--- src/bps_pkg.sv ---
// Purpose: shared constants and types for the bus pin reset and lock sequencer
// Assumes: 50 MHz clk_i; primary phase is clk_i divided by two
// Notes:   widths and reset pin states live here so all files agree
package bps_pkg;

  localparam int unsigned NUM_BUS    = 2;
  localparam int unsigned DATA_W     = 32;
  localparam int unsigned ADDR_W     = 31;
  localparam int unsigned STAT_W     = 4;
  localparam int unsigned PAGE_W     = 8;
  localparam int unsigned NUM_LINK   = 6;
  localparam int unsigned NUM_FLAG   = 4;
  localparam int unsigned LINK_LINES = 4;

  // clock and reset timing
  localparam int unsigned CLK_PERIOD_NS   = 20;
  localparam int unsigned MIN_RESET_H1    = 10;
  localparam int unsigned H1_CLKS         = 2;
  localparam int unsigned MIN_RESET_CLKS  = MIN_RESET_H1 * H1_CLKS;

  // link port direction after reset: 1 = output; ports 0..2 out, 3..5 in
  localparam logic [NUM_LINK-1:0] LINK_DIR_RST = 6'h07;

  // handshake line order per port: {ready, strobe, ack, request}
  localparam logic [LINK_LINES-1:0] LINK_LOCAL_OUTPORT = 4'h6;
  localparam logic [LINK_LINES-1:0] LINK_LOCAL_INPORT  = 4'h9;

  // reset pin levels
  localparam logic [1:0]        STRB_RST = 2'h3;
  localparam logic [STAT_W-1:0] STAT_RST = 4'hf;
  localparam logic [1:0]        RW_RST   = 2'h3;
  localparam logic              PAGE_RST = 1'b0;
  localparam logic              LOCK_RST = 1'b1;
  localparam logic              INTERRUPT_ACK_OUT_RST = 1'b1;

  typedef enum logic [1:0] {
    BPS_ST_RESET = 2'b01,
    BPS_ST_RUN   = 2'b10
  } bps_state_t;

  typedef enum logic [2:0] {
    BPS_LK_IDLE    = 3'b001,
    BPS_LK_HELD    = 3'b010,
    BPS_LK_RELEASE = 3'b100
  } bps_lock_t;

  // interlocked operation presented with an external access
  typedef enum logic [3:0] {
    BPS_OP_NONE   = 4'b0001,
    BPS_OP_LOAD   = 4'b0010,
    BPS_OP_STORE  = 4'b0100,
    BPS_OP_SIGNAL = 4'b1000
  } bps_lock_op_t;

endpackage : bps_pkg

--- src/bps_pin_seq.sv ---
// Purpose: reset pin states, page toggling, bus lock and flag pin control
// Assumes: core signals are synchronous to clk_i; one clk_i per phase half
// Notes:   pins are split into value and enable; the bench resolves wires
// Operation
// - while reset is held all data lines of both buses and the link lanes float, from a primary phase rise.
// - while reset is held both address buses float, from a secondary phase rise.
// - during reset strobes, status, lock and read/write go high and both page selects of each bus go low.
// - during reset the interrupt acknowledge goes to its inactive high level from a primary phase rise.
// - reset going low floats the timer clock pins, the flag pins and the link handshake pins at once.
// - reset returning high drives the local handshake lines of every link port high.
// - reset makes link ports zero to two outputs and ports three to five inputs.
// - reset is taken asynchronously, synchronised, and a missed edge delays the sequence by one cycle.
// - an access to a different page than the last one toggles that page select at a primary phase fall.
// - a flag pin set as output drives the stored flag value, updated in the execute phase of the write.
// - a flag pin turned from input to output starts driving after the primary phase falls.
// - a flag pin turned from output to input stops driving and is then sampled on later primary falls.
// - the interlocked signal operation asserts lock around its access and releases it, both at primary falls.
// - an interlocked store releases lock after its access at a primary fall.
// - an interlocked load asserts lock with its access, holding other masters off until the store.
module bps_pin_seq
  import bps_pkg::*;
(
  // clock and reset
  input  wire logic                                     clk_i,
  input  wire logic                                     resetn_i,
  // phases and reset state to the core
  output logic                                          primary_phase_o,
  output logic                                          secondary_phase_o,
  output logic                                          reset_active_o,
  // core access per bus
  input  wire logic [NUM_BUS-1:0]                       core_acc_i,
  input  wire logic [NUM_BUS-1:0][ADDR_W-1:0]           core_addr_i,
  input  wire logic [NUM_BUS-1:0][DATA_W-1:0]           core_wdata_i,
  input  wire logic [NUM_BUS-1:0]                       core_data_drive_i,
  input  wire logic [NUM_BUS-1:0][1:0]                  core_rw_i,
  input  wire logic [NUM_BUS-1:0][1:0]                  core_strb_n_i,
  input  wire logic [NUM_BUS-1:0][STAT_W-1:0]           core_stat_i,
  input  wire logic [NUM_BUS-1:0][PAGE_W-1:0]           core_page_i,
  input  wire logic [NUM_BUS-1:0]                       core_page_sel_i,
  input  wire bps_lock_op_t                             core_lock_op_i,
  input  wire logic                                     core_interrupt_ack_out_n_i,
  // external bus pins
  output logic [NUM_BUS-1:0][DATA_W-1:0]                bus_data_lines_o,
  output logic [NUM_BUS-1:0]                            bus_data_lines_oe_o,
  output logic [NUM_BUS-1:0][ADDR_W-1:0]                bus_address_lines_o,
  output logic [NUM_BUS-1:0]                            bus_address_lines_oe_o,
  output logic [NUM_BUS-1:0][1:0]                       bus_strobe_n_o,
  output logic [NUM_BUS-1:0][STAT_W-1:0]                bus_status_lines_o,
  output logic [NUM_BUS-1:0][1:0]                       bus_read_write_o,
  output logic [NUM_BUS-1:0]                            page_select_a_o,
  output logic [NUM_BUS-1:0]                            page_select_b_o,
  output logic [NUM_BUS-1:0]                            bus_lock_n_o,
  output logic                                          interrupt_ack_out_n_o,
  // interrupt flag pins and register
  input  wire logic                                     flag_we_i,
  input  wire logic [NUM_FLAG-1:0]                      flag_dir_i,
  input  wire logic [NUM_FLAG-1:0]                      flag_val_i,
  input  wire logic [NUM_FLAG-1:0]                      interrupt_flag_pin_i,
  output logic [NUM_FLAG-1:0]                           interrupt_flag_pin_o,
  output logic [NUM_FLAG-1:0]                           interrupt_flag_pin_oe_o,
  output logic [NUM_FLAG-1:0]                           flag_sample_o,
  // timer clock pins
  input  wire logic [1:0]                               core_tclk_i,
  input  wire logic [1:0]                               core_tclk_oe_i,
  output logic                                          timer_clock_pin_a_o,
  output logic                                          timer_clock_pin_a_oe_o,
  output logic                                          timer_clock_pin_b_o,
  output logic                                          timer_clock_pin_b_oe_o,
  // link ports
  input  wire logic                                     core_link_dir_we_i,
  input  wire logic [NUM_LINK-1:0]                      core_link_dir_i,
  input  wire logic [NUM_LINK-1:0][7:0]                 core_link_data_i,
  input  wire logic [NUM_LINK-1:0][LINK_LINES-1:0]      core_link_hs_i,
  input  wire logic [NUM_LINK-1:0][LINK_LINES-1:0]      core_link_hs_oe_i,
  output logic [NUM_LINK-1:0]                           link_dir_o,
  output logic [NUM_LINK-1:0][7:0]                      link_port_byte_lane_o,
  output logic [NUM_LINK-1:0]                           link_port_byte_lane_oe_o,
  output logic [NUM_LINK-1:0][LINK_LINES-1:0]           link_hs_o,
  output logic [NUM_LINK-1:0][LINK_LINES-1:0]           link_hs_oe_o
);

  typedef struct packed {
    bps_state_t                           st;
    logic                                 ph;
    logic [NUM_BUS-1:0]                   data_oe;
    logic [NUM_BUS-1:0][DATA_W-1:0]       data;
    logic [NUM_BUS-1:0]                   addr_oe;
    logic [NUM_BUS-1:0][ADDR_W-1:0]       addr;
    logic [NUM_BUS-1:0][1:0]              strb_n;
    logic [NUM_BUS-1:0][STAT_W-1:0]       stat;
    logic [NUM_BUS-1:0][1:0]              rw;
    logic [NUM_BUS-1:0]                   page_a;
    logic [NUM_BUS-1:0]                   page_b;
    logic [NUM_BUS-1:0][PAGE_W-1:0]       last_a;
    logic [NUM_BUS-1:0][PAGE_W-1:0]       last_b;
    logic [NUM_BUS-1:0]                   lock_n;
    bps_lock_t [NUM_BUS-1:0]              lk;
    logic                                 interrupt_ack_out_n;
    logic                                 flag_pend;
    logic [NUM_FLAG-1:0]                  pend_dir;
    logic [NUM_FLAG-1:0]                  pend_val;
    logic [NUM_FLAG-1:0]                  flag_dir;
    logic [NUM_FLAG-1:0]                  flag_val;
    logic [NUM_FLAG-1:0]                  flag_in;
    logic [NUM_LINK-1:0]                  link_dir;
    logic [NUM_LINK-1:0][7:0]             link_data;
  } bps_core_st_t;

  localparam bps_core_st_t ST_RST = '{
    st:        BPS_ST_RESET,
    ph:        1'b0,
    data_oe:   '0,
    data:      '0,
    addr_oe:   '0,
    addr:      '0,
    strb_n:    {NUM_BUS{STRB_RST}},
    stat:      {NUM_BUS{STAT_RST}},
    rw:        {NUM_BUS{RW_RST}},
    page_a:    {NUM_BUS{PAGE_RST}},
    page_b:    {NUM_BUS{PAGE_RST}},
    last_a:    '0,
    last_b:    '0,
    lock_n:    {NUM_BUS{LOCK_RST}},
    lk:        {NUM_BUS{BPS_LK_IDLE}},
    interrupt_ack_out_n:    INTERRUPT_ACK_OUT_RST,
    flag_pend: 1'b0,
    pend_dir:  '0,
    pend_val:  '0,
    flag_dir:  '0,
    flag_val:  '0,
    flag_in:   '0,
    link_dir:  LINK_DIR_RST,
    link_data: '0
  };

  bps_core_st_t st_r;
  bps_core_st_t st_nxt;
  logic         released;
  logic         h1_rise;
  logic         h1_fall;
  logic         run;

  bps_reset_sync u_sync (
    .clk_i      (clk_i),
    .resetn_i   (resetn_i),
    .released_o (released)
  );

  // ph high is the primary phase; secondary rises as primary falls
  assign h1_rise = !st_r.ph;
  assign h1_fall = st_r.ph;
  assign run     = (st_r.st == BPS_ST_RUN);

  always_comb begin
    st_nxt    = st_r;
    st_nxt.ph = !st_r.ph;

    case (st_r.st)
      BPS_ST_RESET: begin
        // relies on the source holding reset long enough to settle all pins
        if (released && h1_fall) begin
          st_nxt.st = BPS_ST_RUN;
        end
      end
      BPS_ST_RUN: begin
        st_nxt.st = BPS_ST_RUN;
      end
      default: begin
        st_nxt.st = BPS_ST_RESET;
      end
    endcase

    if (!run) begin
      if (h1_rise) begin
        st_nxt.data_oe = '0;
        st_nxt.interrupt_ack_out_n  = INTERRUPT_ACK_OUT_RST;
      end
      if (h1_fall) begin
        st_nxt.addr_oe = '0;
        st_nxt.strb_n  = {NUM_BUS{STRB_RST}};
        st_nxt.stat    = {NUM_BUS{STAT_RST}};
        st_nxt.rw      = {NUM_BUS{RW_RST}};
        st_nxt.lock_n  = {NUM_BUS{LOCK_RST}};
        st_nxt.page_a  = {NUM_BUS{PAGE_RST}};
        st_nxt.page_b  = {NUM_BUS{PAGE_RST}};
      end
      st_nxt.lk        = {NUM_BUS{BPS_LK_IDLE}};
      st_nxt.flag_dir  = '0;
      st_nxt.flag_pend = 1'b0;
      st_nxt.link_dir  = LINK_DIR_RST;
      st_nxt.link_data = '0;
    end else begin
      if (h1_fall) begin
        st_nxt.interrupt_ack_out_n = core_interrupt_ack_out_n_i;
      end
      st_nxt.link_data = core_link_data_i;
      if (core_link_dir_we_i) begin
        st_nxt.link_dir = core_link_dir_i;
      end

      for (int b = 0; b < NUM_BUS; b++) begin
        st_nxt.strb_n[b]  = core_strb_n_i[b];
        st_nxt.stat[b]    = core_stat_i[b];
        st_nxt.rw[b]      = core_rw_i[b];
        st_nxt.addr_oe[b] = 1'b1;
        st_nxt.data_oe[b] = core_data_drive_i[b];
        if (core_acc_i[b]) begin
          st_nxt.addr[b] = core_addr_i[b];
          st_nxt.data[b] = core_wdata_i[b];
        end

        if (h1_fall && core_acc_i[b]) begin
          if (!core_page_sel_i[b] && core_page_i[b] != st_r.last_a[b]) begin
            st_nxt.page_a[b] = !st_r.page_a[b];
            st_nxt.last_a[b] = core_page_i[b];
          end
          if (core_page_sel_i[b] && core_page_i[b] != st_r.last_b[b]) begin
            st_nxt.page_b[b] = !st_r.page_b[b];
            st_nxt.last_b[b] = core_page_i[b];
          end
        end

        // lock moves only on primary falls
        if (h1_fall) begin
          case (st_r.lk[b])
            BPS_LK_IDLE, BPS_LK_HELD: begin
              if (core_acc_i[b]) begin
                case (core_lock_op_i)
                  BPS_OP_LOAD: begin
                    st_nxt.lock_n[b] = 1'b0;
                    st_nxt.lk[b]     = BPS_LK_HELD;
                  end
                  BPS_OP_STORE: begin
                    st_nxt.lk[b] = BPS_LK_RELEASE;
                  end
                  BPS_OP_SIGNAL: begin
                    st_nxt.lock_n[b] = 1'b0;
                    st_nxt.lk[b]     = BPS_LK_RELEASE;
                  end
                  default: begin
                    st_nxt.lk[b] = st_r.lk[b];
                  end
                endcase
              end
            end
            BPS_LK_RELEASE: begin
              st_nxt.lock_n[b] = 1'b1;
              st_nxt.lk[b]     = BPS_LK_IDLE;
            end
            default: begin
              st_nxt.lk[b] = BPS_LK_IDLE;
            end
          endcase
        end
      end

      // a write waits for the next primary fall, its execute phase
      if (flag_we_i) begin
        st_nxt.flag_pend = 1'b1;
        st_nxt.pend_dir  = flag_dir_i;
        st_nxt.pend_val  = flag_val_i;
      end
      if (h1_fall) begin
        for (int f = 0; f < NUM_FLAG; f++) begin
          if (!st_r.flag_dir[f]) begin
            st_nxt.flag_in[f] = interrupt_flag_pin_i[f];
          end
        end
        if (st_r.flag_pend) begin
          st_nxt.flag_dir  = st_r.pend_dir;
          st_nxt.flag_val  = st_r.pend_val;
          st_nxt.flag_pend = flag_we_i;
        end
      end
    end
  end

  always_ff @(posedge clk_i or negedge resetn_i) begin
    if (!resetn_i) begin
      st_r <= ST_RST;
    end else begin
      st_r <= st_nxt;
    end
  end

  assign primary_phase_o   = st_r.ph;
  assign secondary_phase_o = !st_r.ph;
  assign reset_active_o    = !run;

  assign bus_data_lines_o       = st_r.data;
  assign bus_data_lines_oe_o    = st_r.data_oe;
  assign bus_address_lines_o    = st_r.addr;
  assign bus_address_lines_oe_o = st_r.addr_oe;
  assign bus_strobe_n_o         = st_r.strb_n;
  assign bus_status_lines_o     = st_r.stat;
  assign bus_read_write_o       = st_r.rw;
  assign page_select_a_o        = st_r.page_a;
  assign page_select_b_o        = st_r.page_b;
  assign bus_lock_n_o           = st_r.lock_n;
  assign interrupt_ack_out_n_o  = st_r.interrupt_ack_out_n;

  // async enables: these pins float the instant reset falls, no clock needed
  assign interrupt_flag_pin_o    = st_r.flag_val;
  assign interrupt_flag_pin_oe_o = {NUM_FLAG{resetn_i & run}} & st_r.flag_dir;
  assign flag_sample_o           = st_r.flag_in;

  assign timer_clock_pin_a_o    = core_tclk_i[0];
  assign timer_clock_pin_b_o    = core_tclk_i[1];
  assign timer_clock_pin_a_oe_o = resetn_i & run & core_tclk_oe_i[0];
  assign timer_clock_pin_b_oe_o = resetn_i & run & core_tclk_oe_i[1];

  assign link_dir_o = st_r.link_dir;

  for (genvar p = 0; p < NUM_LINK; p++) begin : g_link
    localparam logic [LINK_LINES-1:0] LOCAL_MASK = (p < 3) ? LINK_LOCAL_OUTPORT : LINK_LOCAL_INPORT;
    assign link_port_byte_lane_o[p]    = st_r.link_data[p];
    assign link_port_byte_lane_oe_o[p] = run & st_r.link_dir[p];
    // local lines go high asynchronously on release, core takes over after
    assign link_hs_o[p]    = run ? core_link_hs_i[p] : LOCAL_MASK;
    assign link_hs_oe_o[p] = {LINK_LINES{resetn_i}} &
                             (run ? core_link_hs_oe_i[p] : LOCAL_MASK);
  end

endmodule : bps_pin_seq

--- src/bps_reset_sync.sv ---
// Purpose: two-stage synchroniser for the release of the asynchronous reset
// Assumes: resetn_i may change at any point of a clk_i period
// Notes:   assertion acts at once, release is seen two edges later
module bps_reset_sync
  import bps_pkg::*;
(
  // clock and reset
  input  wire logic clk_i,
  input  wire logic resetn_i,
  // synchronised release
  output logic      released_o
);

  typedef struct packed {
    logic s1;
    logic s2;
  } bps_sync_st_t;

  bps_sync_st_t st_r;
  bps_sync_st_t st_nxt;

  // a release missing the edge lands one cycle later
  always_comb begin
    st_nxt    = st_r;
    st_nxt.s1 = 1'b1;
    st_nxt.s2 = st_r.s1;
  end

  always_ff @(posedge clk_i or negedge resetn_i) begin
    if (!resetn_i) begin
      st_r <= '0;
    end else begin
      st_r <= st_nxt;
    end
  end

  assign released_o = st_r.s2;

endmodule : bps_reset_sync

--- config.mk ---
export PLATFORM = sky130hd
export DESIGN_NAME = bps_pin_seq
export DESIGN_NICKNAME = d
export VERILOG_FILES = /design/src/bps_pkg.sv /design/src/bps_pin_seq.sv /design/src/bps_reset_sync.sv
export SDC_FILE = /design/constraint.sdc
export NUM_CORES = 1
export LEC_CHECK = 0
export BUFFER_PORTS_ARGS = -buffer_cell sky130_fd_sc_hd__buf_2
export CAP_MARGIN = 20
export CORE_AREA = 2 2 222 224
export DETAILED_ROUTE_END_ITERATION = 12
export DIE_AREA = 0 0 224 226
export GPL_ROUTABILITY_DRIVEN = 0
export GPL_TIMING_DRIVEN = 0
export SYNTH_ARGS = -nofsm -noshare
export SYNTH_HDL_FRONTEND = slang
export SYNTH_SLANG_ARGS = --single-unit
--- constraint.sdc ---
create_clock -name clk_i -period 2.6 [get_ports clk_i]
set_input_delay 0.52 -clock clk_i [delete_from_list [all_inputs] [get_ports clk_i]]
set_output_delay 0.52 -clock clk_i [all_outputs]
set_load 0.02 [all_outputs]
==> impl_metrics.json <==
{
  "status": "finished, final reports clean",
  "clk-insertion-delay-late_ns": 0.52,
  "crit_path_start_kind": "flip-flop",
  "synth_seq_cells": 270,
  "critPathSlowestCell": "dfstp_2",
  "cts.path.max_buffers": 3,
  "die_width_um": 224,
  "irDropWorstVdd_v": 0.000589,
  "yosys.area_share.simple": 0.0872,
  "arrival_ns": 2.01,
  "antenna_found_initial": 3,
  "final_core_util": 0.371,
  "wl_per_cell_um": 16.1,
  "layout-drive-gt1-share": 0.663,
  "drv_cap": 0,
  "synthCells": 1019,
  "clock-sinks": 270,
  "seq_area_frac_synth": 0.532,
  "fp.dieH_um": 226,
  "numCtsBuffers": 34,
  "tns_ns": 0,
  "setup_viol": 0,
  "skew_ns": 0.0149,
  "rrSetupSlack_ns": 0.13,
  "regToRegStartpoint": "st_r[267]",
  "hp-class": "in -> async",
  "crit_chain": "inv_2 -> ha_4 -> clkinvlp_4 -> clkbuf_8 -> o21a_1 -> buf_2",
  "cts_tree": "done",
  "final_cell_mix": "buf_2 (562), dfrtp_1 (245), buf_4 (234)",
  "rsz0062_at_grt": "yes",
  "drc_errors": 0,
  "clock.fmax_mhz": 395,
  "htreeDepth": 2,
  "layout.cells.non_filler": 2282,
  "drv_slew": 0,
  "initial_core_util": 0.264,
  "routed_wl_um": 36800,
  "firstDrtPassIters": 4,
  "min_period_ns": 2.53,
  "synth_top_family_by_area": "multiplexers",
  "nNetsFinal": 1932,
  "gr-total-overflow": 0,
  "endpoint_kind": "output port",
  "path_max_fanout": 12,
  "yosysWarnings": 0,
  "clkTransAtPathRegs_ns": 0.06,
  "synth.avg_cell_area_um2": 12.5,
  "dp_hpwl_um": 28000,
  "yosysUniqueCellTypes": 42,
  "pwr_density_cell_nw_per_um2": 1200,
  "antenna_left": 0,
  "ys.flop_type": "dfrtp_1",
  "port_buffers": 565,
  "maxSlewHeadroom": 0.580,
  "synth_compound_area_frac": 0.0437,
  "grt_pass1_wl_um": 53600,
  "num_rows": 81,
  "async_reset_ff_frac": 1.00,
  "synthAdderAreaFrac": 0.00490,
  "hold_viol": 0,
  "synth_edf_count": 0,
  "first_iter_violations": 347,
  "synthToLayoutAreaGrowth_pct": 40.6,
  "finalInstanceArea_um2": 17900,
  "rr_endpoint": "page_select_b_o[1]",
  "synth_area_um2": 12800,
  "syn_nets": 1315,
  "final_common_cell": "buf_2",
  "coreArea_um2": 48300,
  "ios": 571,
  "hold_slack_ns": 0.0349,
  "leakagePower_nw": 9.14,
  "fin_crit_sh": 0.974,
  "cts-root-buf": "clkbuf_16",
  "cp.required_ns": 2.08,
  "vias_per_cell": 4.09,
  "track_usage": 0.138,
  "die-area_um2": 50600,
  "critPathKind": "reg -> out",
  "fillCellCount": 4809,
  "cp_slowest_stage_delay_ns": 0.53,
  "grt_pass1_vias": 9457,
  "r2r_cells": 9,
  "dp.cells": 2208,
  "place_area_um2": 16400,
  "synth-xor-area-share": 0.0247,
  "muxShareOfSynthArea": 0.164,
  "num_vias": 9333,
  "tightest_slew_ns": 0.629,
  "grt_max_degree": 115
}
-- layout make-up --
cell class | count | area (um2) | share of cell area
Tap cell | 622 | 778 | 0.0434
Clock inverter | 9 | 103 | 0.00572
Clock buffer | 50 | 992 | 0.0553
Buffer | 256 | 1920 | 0.107
Inverter | 7 | 33.8 | 0.00188
Sequential cell | 270 | 6790 | 0.378
Multi-Input combinational cell | 484 | 4180 | 0.233
Antenna cell | 1 | 2.50 | 0.000139
Timing Repair Buffer | 583 | 3140 | 0.175
-- kinds of logic after synthesis --
kind of cell    count (synthesis)
mux                           184
flops                         270
fa+ha+maj                       5
compound gates                 71
xor+xnor                       36
simple gates                  187
other cells                     1
buf+inv                       265
-- flip-flops by register name (all words and copies together), names as in the netlist, 2 cells and up --
signal,count
bus_strobe_n_o,4
page_select_a_o,2
interrupt_flag_pin_o,4
bus_read_write_o,4
st_r,53
page_select_b_o,2
link_dir_o,6
bus_address_lines_o,62
flag_sample_o,4
bus_data_lines_oe_o,2
link_port_byte_lane_o,48
bus_status_lines_o,8
bus_lock_n_o,2
bus_data_lines_o,64
-- worst max-delay path by stage --
stage                                  endpoint  slack (ns)      start  cells past startpoint
after floorplan           bus_status_lines_o[1]        0.16  st_r[267]                     10
after detailed placement     page_select_a_o[1]       -0.88  st_r[267]                     10
after global placement     bus_data_lines_o[49]       -4.21   resetn_i                      1
after CTS                      link_hs_oe_o[22]       0.003  st_r[267]                      7
final                          link_hs_oe_o[20]        0.07  st_r[267]                      6
after global routing           link_hs_oe_o[19]       -0.03  st_r[267]                      6
-- critical path, delay by kind of cell (launching register included) --
family / cells / cell delay [ns]
buf+inv: 4 / 0.64
flops: 1 / 0.53
fa+ha+maj: 1 / 0.17
compound gates: 1 / 0.14
-- through the flow --
stage / power, mW / setup WS [ns]
2_1_floorplan: 13.8 / 0.164
3_3_place_gp: 16.5 / -4.21
3_5_place_dp: 16.7 / -0.877
4_1_cts: 21.8 / 0.00288
5_1_grt: 22.9 / -0.0287
6_report: 21.6 / 0.0687
-- cells in the mapped netlist (2+ instances only) --
master / instances / area [um2]
mux2_4: 8 / 120
a31oi_1: 4 / 25.0
a32o_1: 2 / 20.0
nor4_2: 8 / 100
o21ai_0: 7 / 35.0
buf_2: 15 / 75.1
and2_1: 66 / 413
o2bb2ai_1: 2 / 17.5
nand3b_1: 2 / 15.0
mux2_2: 165 / 1860
and3_1: 18 / 113
a2111o_1: 4 / 45.0
xor2_1: 33 / 289
o21a_1: 12 / 90.1
nor2_1: 13 / 48.8
nand3_1: 10 / 50.1
nand4_1: 4 / 25.0
nand2b_1: 29 / 181
mux2_1: 5 / 56.3
a21oi_1: 10 / 50.1
dfrtp_1: 245 / 6130
nand2_1: 28 / 105
mux2i_1: 6 / 60.1
o211ai_1: 4 / 30.0
o32a_1: 2 / 20.0
clkbuf_1: 27 / 101
ha_1: 5 / 62.6
dfstp_2: 25 / 657
nor3_1: 2 / 10.0
or3b_2: 2 / 17.5
o31a_1: 16 / 140
buf_4: 216 / 1620
o22ai_1: 2 / 12.5
xnor2_1: 3 / 26.3
nor2b_1: 4 / 25.0
a21oi_2: 2 / 17.5
a211oi_4: 2 / 40.0
inv_1: 7 / 26.3
-- layer usage --
metal,routed length [um],share of wire,track usage,up-vias
li1,-,-,-,4449
met1,15400,0.42,0.171,4511
met2,18300,0.50,0.235,323
met3,2470,0.067,0.0370,50
met4,672,0.018,0.0366,0
met5,0,0,0,-
-- power breakdown --
| part | internal [mW] | switching, mW |
|---|---|---|
| clock | 2.84 | 1.79 |
| combinational | 5.11 | 4.94 |
| sequential | 6.04 | 0.898 |
| total | 14.0 | 7.63 |
-- timing repair --
| item | CTS | global route |
|---|---|---|
| cloned | 1 | 1 |
| resized for setup | 43 | 40 |
| pin swaps | 0 | 0 |
| hold buffers | 2 | 0 |
| endpoints found under the hold margin | 43 | 0 |
| setup endpoints to repair | 84 | 56 |
| buffers inserted | 10 | 2 |
Power figures use the tool's default switching activity.
